==> src/touch_key_regs.svh <==
// Purpose: Named constants for the touch key mode and output control block
// Assumes: 50 MHz core clock
// Notes: Times are kept in their own unit; cycle counts derive from them
`ifndef TOUCH_KEY_REGS_SVH
`define TOUCH_KEY_REGS_SVH

// Clock and time base
`define CLK_NS 20
`define MS_NS 1000000
`define MS_CYCLES (`MS_NS / `CLK_NS)
`define RST_PULSE_NS 640
`define RST_PULSE_CYC ((`RST_PULSE_NS + `CLK_NS - 1) / `CLK_NS)
`define IRQ_PULSE_NS 1000
`define IRQ_PULSE_CYC ((`IRQ_PULSE_NS + `CLK_NS - 1) / `CLK_NS)

// Option vector bit positions
`define OPT_MODE 0
`define OPT_TWO 1
`define OPT_THREE 2
`define OPT_FOUR 3
`define OPT_FIVE 4
`define OPT_SIX 5

// Sleep and stuck-key limits in milliseconds
`define SLEEP_MS 16'h0064
`define TO_NONE_MS 16'h0000
`define TO_60S_MS 16'hEA60
`define TO_20S_MS 16'h4E20
`define TO_10S_MS 16'h2710

// Detection integrator: consecutive agreeing samples
`define DI_SAMPLES 2'h3

// Host low-power selections
`define LP_NONE 2'h0
`define LP_STANDARD 2'h1
`define LP_FREERUN 2'h2
`define LP_DEEP 2'h3

`endif

==> src/touch_key_pkg.sv <==
// Purpose: Types shared by the touch key control modules
// Assumes: Constants come from touch_key_regs.svh
// Notes: One packed struct per module holds all of its state
package touch_key_pkg;

   typedef enum logic [6:0] {
      ST_CONFIG  = 7'b0000001,
      ST_BURST_A = 7'b0000010,
      ST_BURST_B = 7'b0000100,
      ST_EVAL    = 7'b0001000,
      ST_DECIDE  = 7'b0010000,
      ST_SLEEP   = 7'b0100000,
      ST_DEEP    = 7'b1000000
   } ctrl_state_e;

   typedef struct packed {
      ctrl_state_e st;
      logic [5:0] opt;
      logic [15:0] msCnt;
      logic msTick;
      logic [15:0] sleepCnt;
      logic [7:0] rstCnt;
      logic rstOe;
      logic [7:0] irqCnt;
      logic irqOe;
      logic irqHold;
      logic ackBlock;
      logic ackEn;
      logic [3:0] lockKey;
      logic [7:0] prevTouch;
      logic [7:0] prevFault;
      logic burstReq;
      logic burstSel;
      logic sampleStb;
      logic [7:0] keyOut;
      logic [7:0] keyOe;
      logic [7:0] recal;
      logic sleeping;
   } ctrl_s;

   typedef struct packed {
      logic [1:0] diCnt;
      logic touched;
      logic [15:0] onCnt;
      logic recal;
   } chan_s;

endpackage : touch_key_pkg

==> src/key_chan_if.sv <==
// Purpose: Link between the controller and one key channel
// Assumes: Same clock on both sides
// Notes: Controller drives strobes and limits, channel returns its state
`timescale 1ns/10ps
interface key_chan_if;
   logic clear;
   logic sampleStb;
   logic rawTouch;
   logic msTick;
   logic [15:0] onLimit;
   logic touched;
   logic qualifying;
   logic recal;

   modport ctrl (output clear, sampleStb, rawTouch, msTick, onLimit, input touched, qualifying, recal);
   modport chan (input clear, sampleStb, rawTouch, msTick, onLimit, output touched, qualifying, recal);
endinterface : key_chan_if

==> src/key_channel.sv <==
// Purpose: One key's detection integrator and stuck-key timeout
// Assumes: sampleStb once per acquisition cycle, msTick once per millisecond
// Notes: A timeout clears only this channel
`timescale 1ns/10ps
module key_channel
   import touch_key_pkg::*;
(
   input wire logic clk,        // Core clock
   input wire logic nrst,       // Synchronous reset, active low
   key_chan_if.chan ch          // Controller link
);
`include "touch_key_regs.svh"

   chan_s s_r;
   chan_s s_nxt;

   // Integrate samples, then time the touch
   always_comb begin
      s_nxt = s_r;
      s_nxt.recal = 1'b0;
      if (ch.clear) begin
         s_nxt = '0;
      end else begin
         if (ch.sampleStb) begin
            if (ch.rawTouch != s_r.touched) begin
               if (s_r.diCnt == (`DI_SAMPLES - 2'h1)) begin
                  s_nxt.touched = ch.rawTouch;
                  s_nxt.diCnt = 2'h0;
                  s_nxt.onCnt = 16'h0000;
               end else begin
                  s_nxt.diCnt = s_r.diCnt + 2'h1;
               end
            end else begin
               s_nxt.diCnt = 2'h0;
            end
         end
         if (ch.msTick && s_nxt.touched && (ch.onLimit != `TO_NONE_MS)) begin
            if (s_r.onCnt == (ch.onLimit - 16'h0001)) begin
               s_nxt.touched = 1'b0;
               s_nxt.recal = 1'b1;
               s_nxt.onCnt = 16'h0000;
            end else begin
               s_nxt.onCnt = s_r.onCnt + 16'h0001;
            end
         end
      end
   end

   // State register
   always_ff @(posedge clk) begin
      if (!nrst) begin
         s_r <= '0;
      end else begin
         s_r <= s_nxt;
      end
   end

   assign ch.touched = s_r.touched;
   // Counts the sample taken this cycle, so the first differing sample already holds off sleep
   assign ch.qualifying = (s_nxt.diCnt != 2'h0);
   assign ch.recal = s_r.recal;

endmodule : key_channel

==> src/touch_key_ctrl.sv <==
// Purpose: Option decode, burst sequencing, sleep scheduling and key outputs
// Assumes: Analogue front end and I2C engine sit outside and talk by strobes
// Notes: The two-way reset pin is split into in, out and enable; open-drain outputs into value and enable
`timescale 1ns/10ps
// Ahead of the header: the parameter default needs the tick count
`include "touch_key_regs.svh"
module touch_key_ctrl
   import touch_key_pkg::*;
#(
   parameter int MS_CYCLES = `MS_CYCLES    // Clock cycles per millisecond tick
)
(
   input wire logic clk,                // Core clock, 50 MHz
   input wire logic nrst,               // Synchronous reset, active low
   input wire logic modeSelectOption,   // Mode option strap
   input wire logic optionInputTwo,     // Suppression or address bit 0
   input wire logic optionInputThree,   // Low power or address bit 1
   input wire logic optionInputFour,    // Timeout high or address bit 2
   input wire logic optionInputFive,    // Timeout low
   input wire logic optionInputSix,     // Output mode
   input wire logic resetPinIn,         // Reset pin level
   output logic resetPinOut,            // Reset pin drive value
   output logic resetPinOe,             // Reset pin drive enable
   input wire logic hostResetReq,       // Self-reset request pulse
   input wire logic [7:0] rawKeys,      // Per-key detection from front end
   input wire logic [7:0] keyImpl,      // Key implemented
   input wire logic [7:0] keyFault,     // Key faulty
   input wire logic [7:0] keyEnable,    // Host key enables
   input wire logic burstDone,          // Front end finished a burst
   output logic burstReq,               // Start burst pulse
   output logic burstSel,               // 0 keys 1-4, 1 keys 5-8
   input wire logic i2cFrameStart,      // Start of any frame
   input wire logic i2cFrameEnd,        // End of frame
   input wire logic i2cCmdDone,         // Host command received
   input wire logic i2cInCmd,           // Between write and read frame
   input wire logic [1:0] hostLpMode,   // Host low-power selection
   input wire logic [7:0] hostSleepMs,  // Host sleep length
   output logic i2cAckEn,               // I2C engine may acknowledge
   output logic [2:0] slaveAddrBits,    // Address bits from options
   output logic hostSerial,             // Host-serial mode active
   output logic irqOut,                 // Interrupt drive value
   output logic irqOe,                  // Interrupt drive enable
   output logic [5:0] keyOut,           // Push-pull key outputs
   output logic [5:0] keyOutOe,         // Their enables
   output logic keyOutputSeven,         // Open-drain output seven value
   output logic keyOutputSevenOe,       // Its enable
   output logic keyOutputEight,         // Open-drain output eight value
   output logic keyOutputEightOe,       // Its enable
   output logic [7:0] recalKeys,        // Recalibrate request per key
   output logic sleeping                // Sleep or deep sleep
);

   ctrl_s s_r;
   ctrl_s s_nxt;
   key_chan_if chIf[8] ();
   logic [7:0] tch;
   logic [7:0] qual;
   logic [7:0] chRecal;
   logic [7:0] eff;
   logic [7:0] finalKeys;
   logic [3:0] newLock;
   logic [15:0] onLimit;
   logic [15:0] sleepLen;
   logic isHost;
   logic suppress;
   logic lpOn;
   logic skipSleep;
   logic irqEv;
   logic [3:0] keyNum;

   // One channel per key, all sharing the strobes
   genvar g;
   generate
      for (g = 0; g < 8; g++) begin : gChan
         assign chIf[g].clear = (s_r.st == ST_CONFIG);
         assign chIf[g].sampleStb = s_r.sampleStb;
         assign chIf[g].rawTouch = rawKeys[g];
         assign chIf[g].msTick = s_r.msTick;
         assign chIf[g].onLimit = onLimit;
         assign tch[g] = chIf[g].touched;
         assign qual[g] = chIf[g].qualifying;
         assign chRecal[g] = chIf[g].recal;
         key_channel uChan (
            .clk (clk),
            .nrst (nrst),
            .ch (chIf[g])
         );
      end
   endgenerate

   // latched options pick mode and meaning
   assign isHost = !s_r.opt[`OPT_MODE];
   assign suppress = !isHost && (s_r.opt[`OPT_SIX] || s_r.opt[`OPT_TWO]);
   assign lpOn = isHost ? ((hostLpMode == `LP_STANDARD) || (hostLpMode == `LP_FREERUN)) : s_r.opt[`OPT_THREE];
   assign sleepLen = isHost ? {8'h00, hostSleepMs} : `SLEEP_MS;

   always_comb begin
      onLimit = `TO_NONE_MS;
      if (!isHost) begin
         unique case ({s_r.opt[`OPT_FOUR], s_r.opt[`OPT_FIVE]})
            2'b00: onLimit = `TO_NONE_MS;
            2'b01: onLimit = `TO_60S_MS;
            2'b10: onLimit = `TO_20S_MS;
            2'b11: onLimit = `TO_10S_MS;
         endcase
      end
   end

   // Sleep is cancelled by activity so a touch already qualifying is not slowed by the sleep window
   always_comb begin
      skipSleep = 1'b0;
      if (|qual) skipSleep = 1'b1;
      if (isHost && (hostLpMode == `LP_FREERUN) && (|eff)) skipSleep = 1'b1;
      if (isHost && s_r.irqHold) skipSleep = 1'b1;
      if (isHost && i2cInCmd) skipSleep = 1'b1;
      if (sleepLen == 16'h0000) skipSleep = 1'b1;
   end

   always_comb begin
      eff = tch & keyImpl & ~keyFault;
      newLock = s_r.lockKey;
      if ((newLock != 4'h0) && !eff[3'(newLock - 4'h1)]) newLock = 4'h0;
      if (newLock == 4'h0) begin
         for (int i = 7; i >= 0; i--) begin
            if (eff[i]) newLock = 4'(i + 1);
         end
      end
      finalKeys = eff;
      if (suppress) begin
         for (int i = 0; i < 8; i++) begin
            finalKeys[i] = (newLock == 4'(i + 1));
         end
      end
   end

   // enabled key change, fault or recalibration
   assign irqEv = isHost && (|(((tch ^ s_r.prevTouch) | (keyFault ^ s_r.prevFault) | chRecal) & keyEnable));
   assign keyNum = newLock;

   // Main next-state logic
   always_comb begin
      s_nxt = s_r;
      s_nxt.burstReq = 1'b0;
      s_nxt.sampleStb = 1'b0;
      s_nxt.msTick = 1'b0;
      s_nxt.recal = chRecal;
      // Millisecond divider
      if (s_r.msCnt == 16'(MS_CYCLES - 1)) begin
         s_nxt.msCnt = 16'h0000;
         s_nxt.msTick = 1'b1;
      end else begin
         s_nxt.msCnt = s_r.msCnt + 16'h0001;
      end
      if (s_r.rstCnt != 8'h00) begin
         s_nxt.rstCnt = s_r.rstCnt - 8'h01;
      end else if (hostResetReq) begin
         s_nxt.rstCnt = 8'(`RST_PULSE_CYC);
      end
      s_nxt.rstOe = (s_nxt.rstCnt != 8'h00);
      // Interrupt pulse and hold; a new event wins over the host clear
      if (s_r.irqCnt != 8'h00) s_nxt.irqCnt = s_r.irqCnt - 8'h01;
      if (i2cCmdDone) s_nxt.irqHold = 1'b0;
      if (irqEv && (s_r.st != ST_CONFIG)) begin
         s_nxt.irqCnt = 8'(`IRQ_PULSE_CYC);
         s_nxt.irqHold = 1'b1;
      end
      s_nxt.irqOe = (s_nxt.irqCnt != 8'h00);
      s_nxt.prevTouch = tch;
      s_nxt.prevFault = keyFault;
      if (i2cFrameEnd) s_nxt.ackBlock = 1'b0;
      unique case (s_r.st)
         ST_CONFIG: begin
            s_nxt.opt = {optionInputSix, optionInputFive, optionInputFour,
                         optionInputThree, optionInputTwo, modeSelectOption};
            s_nxt.st = ST_BURST_A;
            s_nxt.burstReq = 1'b1;
            s_nxt.burstSel = 1'b0;
         end
         ST_BURST_A: begin
            if (burstDone) begin
               if (|keyImpl[7:4]) begin
                  s_nxt.st = ST_BURST_B;
                  s_nxt.burstReq = 1'b1;
                  s_nxt.burstSel = 1'b1;
               end else begin
                  s_nxt.st = ST_EVAL;
               end
            end
         end
         ST_BURST_B: begin
            if (burstDone) s_nxt.st = ST_EVAL;
         end
         ST_EVAL: begin
            s_nxt.sampleStb = 1'b1;
            s_nxt.st = ST_DECIDE;
         end
         ST_DECIDE: begin
            if (isHost && (hostLpMode == `LP_DEEP) && !s_r.irqHold && !i2cInCmd) begin
               s_nxt.st = ST_DEEP;
            end else if (lpOn && !skipSleep) begin
               s_nxt.st = ST_SLEEP;
               s_nxt.sleepCnt = sleepLen;
            end else begin
               s_nxt.st = ST_BURST_A;
               s_nxt.burstReq = 1'b1;
               s_nxt.burstSel = 1'b0;
            end
         end
         ST_SLEEP: begin
            if (i2cFrameStart) begin
               s_nxt.ackBlock = 1'b1;
               s_nxt.st = ST_BURST_A;
               s_nxt.burstReq = 1'b1;
               s_nxt.burstSel = 1'b0;
            end else if (s_r.msTick) begin
               if (s_r.sleepCnt <= 16'h0001) begin
                  s_nxt.st = ST_BURST_A;
                  s_nxt.burstReq = 1'b1;
                  s_nxt.burstSel = 1'b0;
               end else begin
                  s_nxt.sleepCnt = s_r.sleepCnt - 16'h0001;
               end
            end
         end
         ST_DEEP: begin
            if (i2cFrameStart) begin
               s_nxt.ackBlock = 1'b1;
               s_nxt.st = ST_BURST_A;
               s_nxt.burstReq = 1'b1;
               s_nxt.burstSel = 1'b0;
            end
         end
      endcase
      s_nxt.lockKey = (s_r.st == ST_CONFIG) ? 4'h0 : newLock;
      s_nxt.sleeping = (s_nxt.st == ST_SLEEP) || (s_nxt.st == ST_DEEP);
      s_nxt.ackEn = isHost && !s_nxt.ackBlock && !s_nxt.sleeping && (s_r.st != ST_CONFIG);
      if (s_r.opt[`OPT_SIX]) begin
         s_nxt.keyOut = {4'h0, keyNum};
      end else begin
         s_nxt.keyOut = finalKeys;
      end
      // push-pull low six, open-drain seven and eight
      if (isHost || (s_r.st == ST_CONFIG)) begin
         s_nxt.keyOe = 8'h00;
      end else begin
         s_nxt.keyOe = {~s_nxt.keyOut[7:6], 6'h3F};
      end
      if (!resetPinIn) begin
         s_nxt = '0;
         s_nxt.st = ST_CONFIG;
         s_nxt.msCnt = s_r.msCnt;
         s_nxt.rstCnt = (s_r.rstCnt != 8'h00) ? s_r.rstCnt - 8'h01 : 8'h00;
         s_nxt.rstOe = (s_nxt.rstCnt != 8'h00);
      end
   end

   // State register; reset also leaves all key outputs undriven
   always_ff @(posedge clk) begin
      if (!nrst) begin
         s_r <= '0;
         s_r.st <= ST_CONFIG;
      end else begin
         s_r <= s_nxt;
      end
   end

   // Open-drain and reset pins only ever pull low
   assign resetPinOut = 1'b0;
   assign resetPinOe = s_r.rstOe;
   assign irqOut = 1'b0;
   assign irqOe = s_r.irqOe;
   assign burstReq = s_r.burstReq;
   assign burstSel = s_r.burstSel;
   assign i2cAckEn = s_r.ackEn;
   assign slaveAddrBits = s_r.opt[`OPT_FOUR:`OPT_TWO];
   assign hostSerial = !s_r.opt[`OPT_MODE];
   assign keyOut = s_r.keyOut[5:0];
   assign keyOutOe = s_r.keyOe[5:0];
   assign keyOutputSeven = 1'b0;
   assign keyOutputSevenOe = s_r.keyOe[6];
   assign keyOutputEight = 1'b0;
   assign keyOutputEightOe = s_r.keyOe[7];
   assign recalKeys = s_r.recal;
   assign sleeping = s_r.sleeping;

endmodule : touch_key_ctrl

==> config.mk <==
export PLATFORM = sky130hd
export DESIGN_NAME = touch_key_ctrl
export DESIGN_NICKNAME = d
export VERILOG_FILES = /design/src/touch_key_pkg.sv /design/src/key_chan_if.sv /design/src/key_channel.sv /design/src/touch_key_ctrl.sv
export VERILOG_INCLUDE_DIRS = /design/src
export SDC_FILE = /design/constraint.sdc
export NUM_CORES = 1
export LEC_CHECK = 0
export BUFFER_PORTS_ARGS = -buffer_cell sky130_fd_sc_hd__buf_4
export CORE_UTILIZATION = 59
export CTS_CLUSTER_DIAMETER = 50
export DETAILED_ROUTE_END_ITERATION = 16
export GPL_TIMING_DRIVEN = 1
export PLACE_DENSITY = 0.88
export SLEW_MARGIN = 5
export SYNTH_ARGS = -nofsm -noshare
export SYNTH_HDL_FRONTEND = slang
export SYNTH_SLANG_ARGS = --single-unit
export TNS_END_PERCENT = 100
==> constraint.sdc <==
create_clock -name clk -period 4.4 [get_ports clk]
set_input_delay 0.88 -clock clk [delete_from_list [all_inputs] [get_ports clk]]
set_output_delay 0.88 -clock clk [all_outputs]
set_load 0.02 [all_outputs]
==> results.ini <==
[status]
status=finished, final reports clean

[critical_path]
reg2reg_to=gChan[4].uChan.s_r[16]
r2r.worst_path.cells=13
start_kind=register
path_delay_family=simple AND/OR/NAND/NOR gates
arrival_ps=4540
required_ps=4750
r2r-start=slaveAddrBits[2]
crit_fanout=17
cp_num_buf_inv=2
ff2ff_setup_slack_ps=220
end_kind=register
slowest_stage=or4_1
path_common_cell=ha_1
path_depth=13
crit_type=reg -> reg
cp-startpoint=slaveAddrBits[2]
endpoint=gChan[4].uChan.s_r[16]
crit_chain=inv_1 -> ha_1 -> and2_1 -> inv_1 -> ha_1 -> ha_1 -> xnor2_1 -> nor3_1 -> o2111a_1 -> o2111ai_1 -> or4_1 -> nand2_2 -> o311ai_0
critPathMaxStageDelay_ps=870

[finish]
nFillCells=2161
finish.utilization=0.6778
num-nets-final=2156
regArea_um2=5366
drive_above_1_share=0.1149
design_area_um2=18370
multi_input_area_um2=10070
n_antenna_cell=0
final_cells=2469
syn_to_final_growth_pct=12.20

[route]
final_antenna_net_count=0
dr.pass1.iters=6
route.vias.total=15980
post_drt_wl_per_cell_um=19.22
drc=0
viasPerCell=6.473
wl_um=47460
drt_iter0_markers=1597

[clocking]
cts_num_sinks=268
cts_max_level=2
cts_buffer_depth=3
cts_hold_buffers=0
post_cts_buffers=0
clk_pin_slew_ps=60
numCtsBuffers=34
cts_tree=built
cts_resized=0
clk_latency_ps=520
cts_root_buf=clkbuf_16

[synth]
netlist.area_leader.share=0.3277
synth_top_area_cell=dfxtp_1
synth_compound_area_frac=0.1878
synth-simple-area-share=0.2898
muxShareOfSynthArea=0.03462
yosys_warnings=0
synth_ff_type=dfxtp_1
ys_types=90
yosysSeqAreaShare=0.3277
synth_fa_ha_area_frac=0.01987
synth_edf_count=0
syn_inst=2044
synth_top_family_by_area=simple AND/OR/NAND/NOR gates
synth-seq-cells=268
synth_area_leaders=dfxtp_1 (33%), xor2_1 (4.4%), nand2_1 (4.1%), nand3_1 (3.8%), nor2_1 (3.8%)
synth-xor-area-share=0.08193
syn_area_um2=16370
syn_avg_cell_area_um2=8.010
async_flop_share=0

[placement]
gp_congestion=0.9970
place_area_um2=17160
dpl.hpwl_um=33160
dpl.cell_count=2409
portBuffers=88

[sta]
slew_headroom=0.4406
clock.fmax_mhz=239.0
finalHoldViolations=0
hold_slack_ps=456.6
setup_viol=0
tns_ps=0
finalCritPeriodShare=0.9509
rsz0062_at_grt=no
worstMarginPinSlew_ps=827.4
drv_slew=0
period_needed_ps=4184
finClkSkew_ps=27.69

[die]
rows=60
num_io_pins=93
core_region_area_um2=27100
die_h_um=168.6
die_area_um2=28420
die_w_um=168.6
initial_core_util=0.6041

[flow_run]
cap_violations=0

[power_and_ir_drop]
leakage_nw=7.022
vdd_drop_max_uv=312.2
cellPowerDensity_nw_per_um2=337.7

[worst_hold_path]
worstHoldPathType=reg -> reg

[global_route]
overflow=0
grt_pass1_vias=14990
antenna_found_initial=1
globalRouteTotalUtil=0.3257
grt_pass1_wl_um=75910
grt_max_degree=44

metal layers:
metal  track usage  part of all wire  vias up
met1        0.4130              0.41     7518
met3       0.04606             0.082      174
met2        0.5434              0.46      777
met4        0.1605             0.048        0
li1              -                 -     7513
met5             0                 0        -
state kept, by name (all words and copies together), names as in the netlist:
| signal | flops |
|---|---|
| gChan.uChan.ch.recal | 8 |
| keyOutputSevenOe | 1 |
| chIf.sampleStb | 1 |
| irqOe | 1 |
| recalKeys | 8 |
| slaveAddrBits | 3 |
| sleeping | 1 |
| burstSel | 1 |
| s_r | 80 |
| i2cAckEn | 1 |
| burstReq | 1 |
| keyOutputEightOe | 1 |
| resetPinOe | 1 |
| keyOut | 6 |
| keyOutOe | 1 |
| chIf.msTick | 1 |
| gChan.uChan.s_r | 144 |
| gChan.uChan.ch.touched | 8 |
worst min-delay path: stages (launching register included):
cell and delay (ps):
dfxtp_1 310, nand2_1 50, o22ai_1 50
placed cells by master (no fill, tap or decap), drive strengths merged, types with 42 or more instances in the layout:
cell,Yosys,layout
nor2,165,165
nand4,48,48
a21oi,75,75
o21ai,75,75
nand3,124,124
mux2i,42,42
xor2,82,82
a31oi,64,64
clkbuf,89,47
dfxtp,268,268
buf,56,135
xnor2,66,66
inv,65,69
nor3,65,65
and3,69,69
nand2,180,180
cell usage after synthesis, types with 27 or more instances:
master / n
buf_4: 32
inv_1: 64
mux2i_1: 42
and3_1: 69
nor2_1: 164
a21oi_1: 75
xor2_1: 82
o21ai_0: 70
dfxtp_1: 268
nand2b_1: 29
nand2_1: 179
or3_1: 27
a31oi_1: 64
clkbuf_1: 88
nand3_1: 124
xnor2_1: 66
nand4_1: 48
o31ai_1: 31
nor3_1: 64
logic make-up (layout without fill, tap and decap cells):
kind of cell | Yosys count | in the layout
multiplexers | 54 | 54
AO/OA/AOI/OAI | 446 | 446
flip-flops | 268 | 268
other | 1 | 4
adder cells (fa/ha/maj) | 26 | 26
buffers and inverters | 210 | 260
AND/OR/NAND/NOR | 889 | 889
XOR/XNOR | 150 | 150
power breakdown:
group	switching [mW]	internal, mW
Clock	1.11	1.85
Combinational	0.421	0.281
Sequential	0.0617	2.48
area by class of cell:
class                           count  share of cell area
Sequential cell                   268              0.2921
Clock inverter                     13             0.01056
Clock buffer                       47             0.05504
Multi-Input combinational cell   1569              0.5485
Tap cell                          372             0.02534
Timing Repair Buffer              135             0.05517
Inverter                           65             0.01328
worst min path at each step:
stage | cells past startpoint | from | slack, ps | to
final | 2 | s_r[74] | 460 | s_r[74]
after global routing | 2 | s_r[74] | 470 | s_r[74]
after global placement | 2 | s_r[75] | 440 | s_r[75]
after detailed placement | 2 | s_r[74] | 450 | s_r[74]
after CTS | 2 | s_r[74] | 460 | s_r[74]
after floorplan | 2 | s_r[74] | 430 | s_r[74]
through the flow:
step / power, mW / worst slack (ps)
floorplan: 3.062 / 456.8
global route: 6.406 / 25.66
CTS: 6.217 / 329.2
detailed placement: 3.258 / 339.6
global placement: 3.233 / 503.8
finish: 6.203 / 216.3
Power figures use the tool's default switching activity.
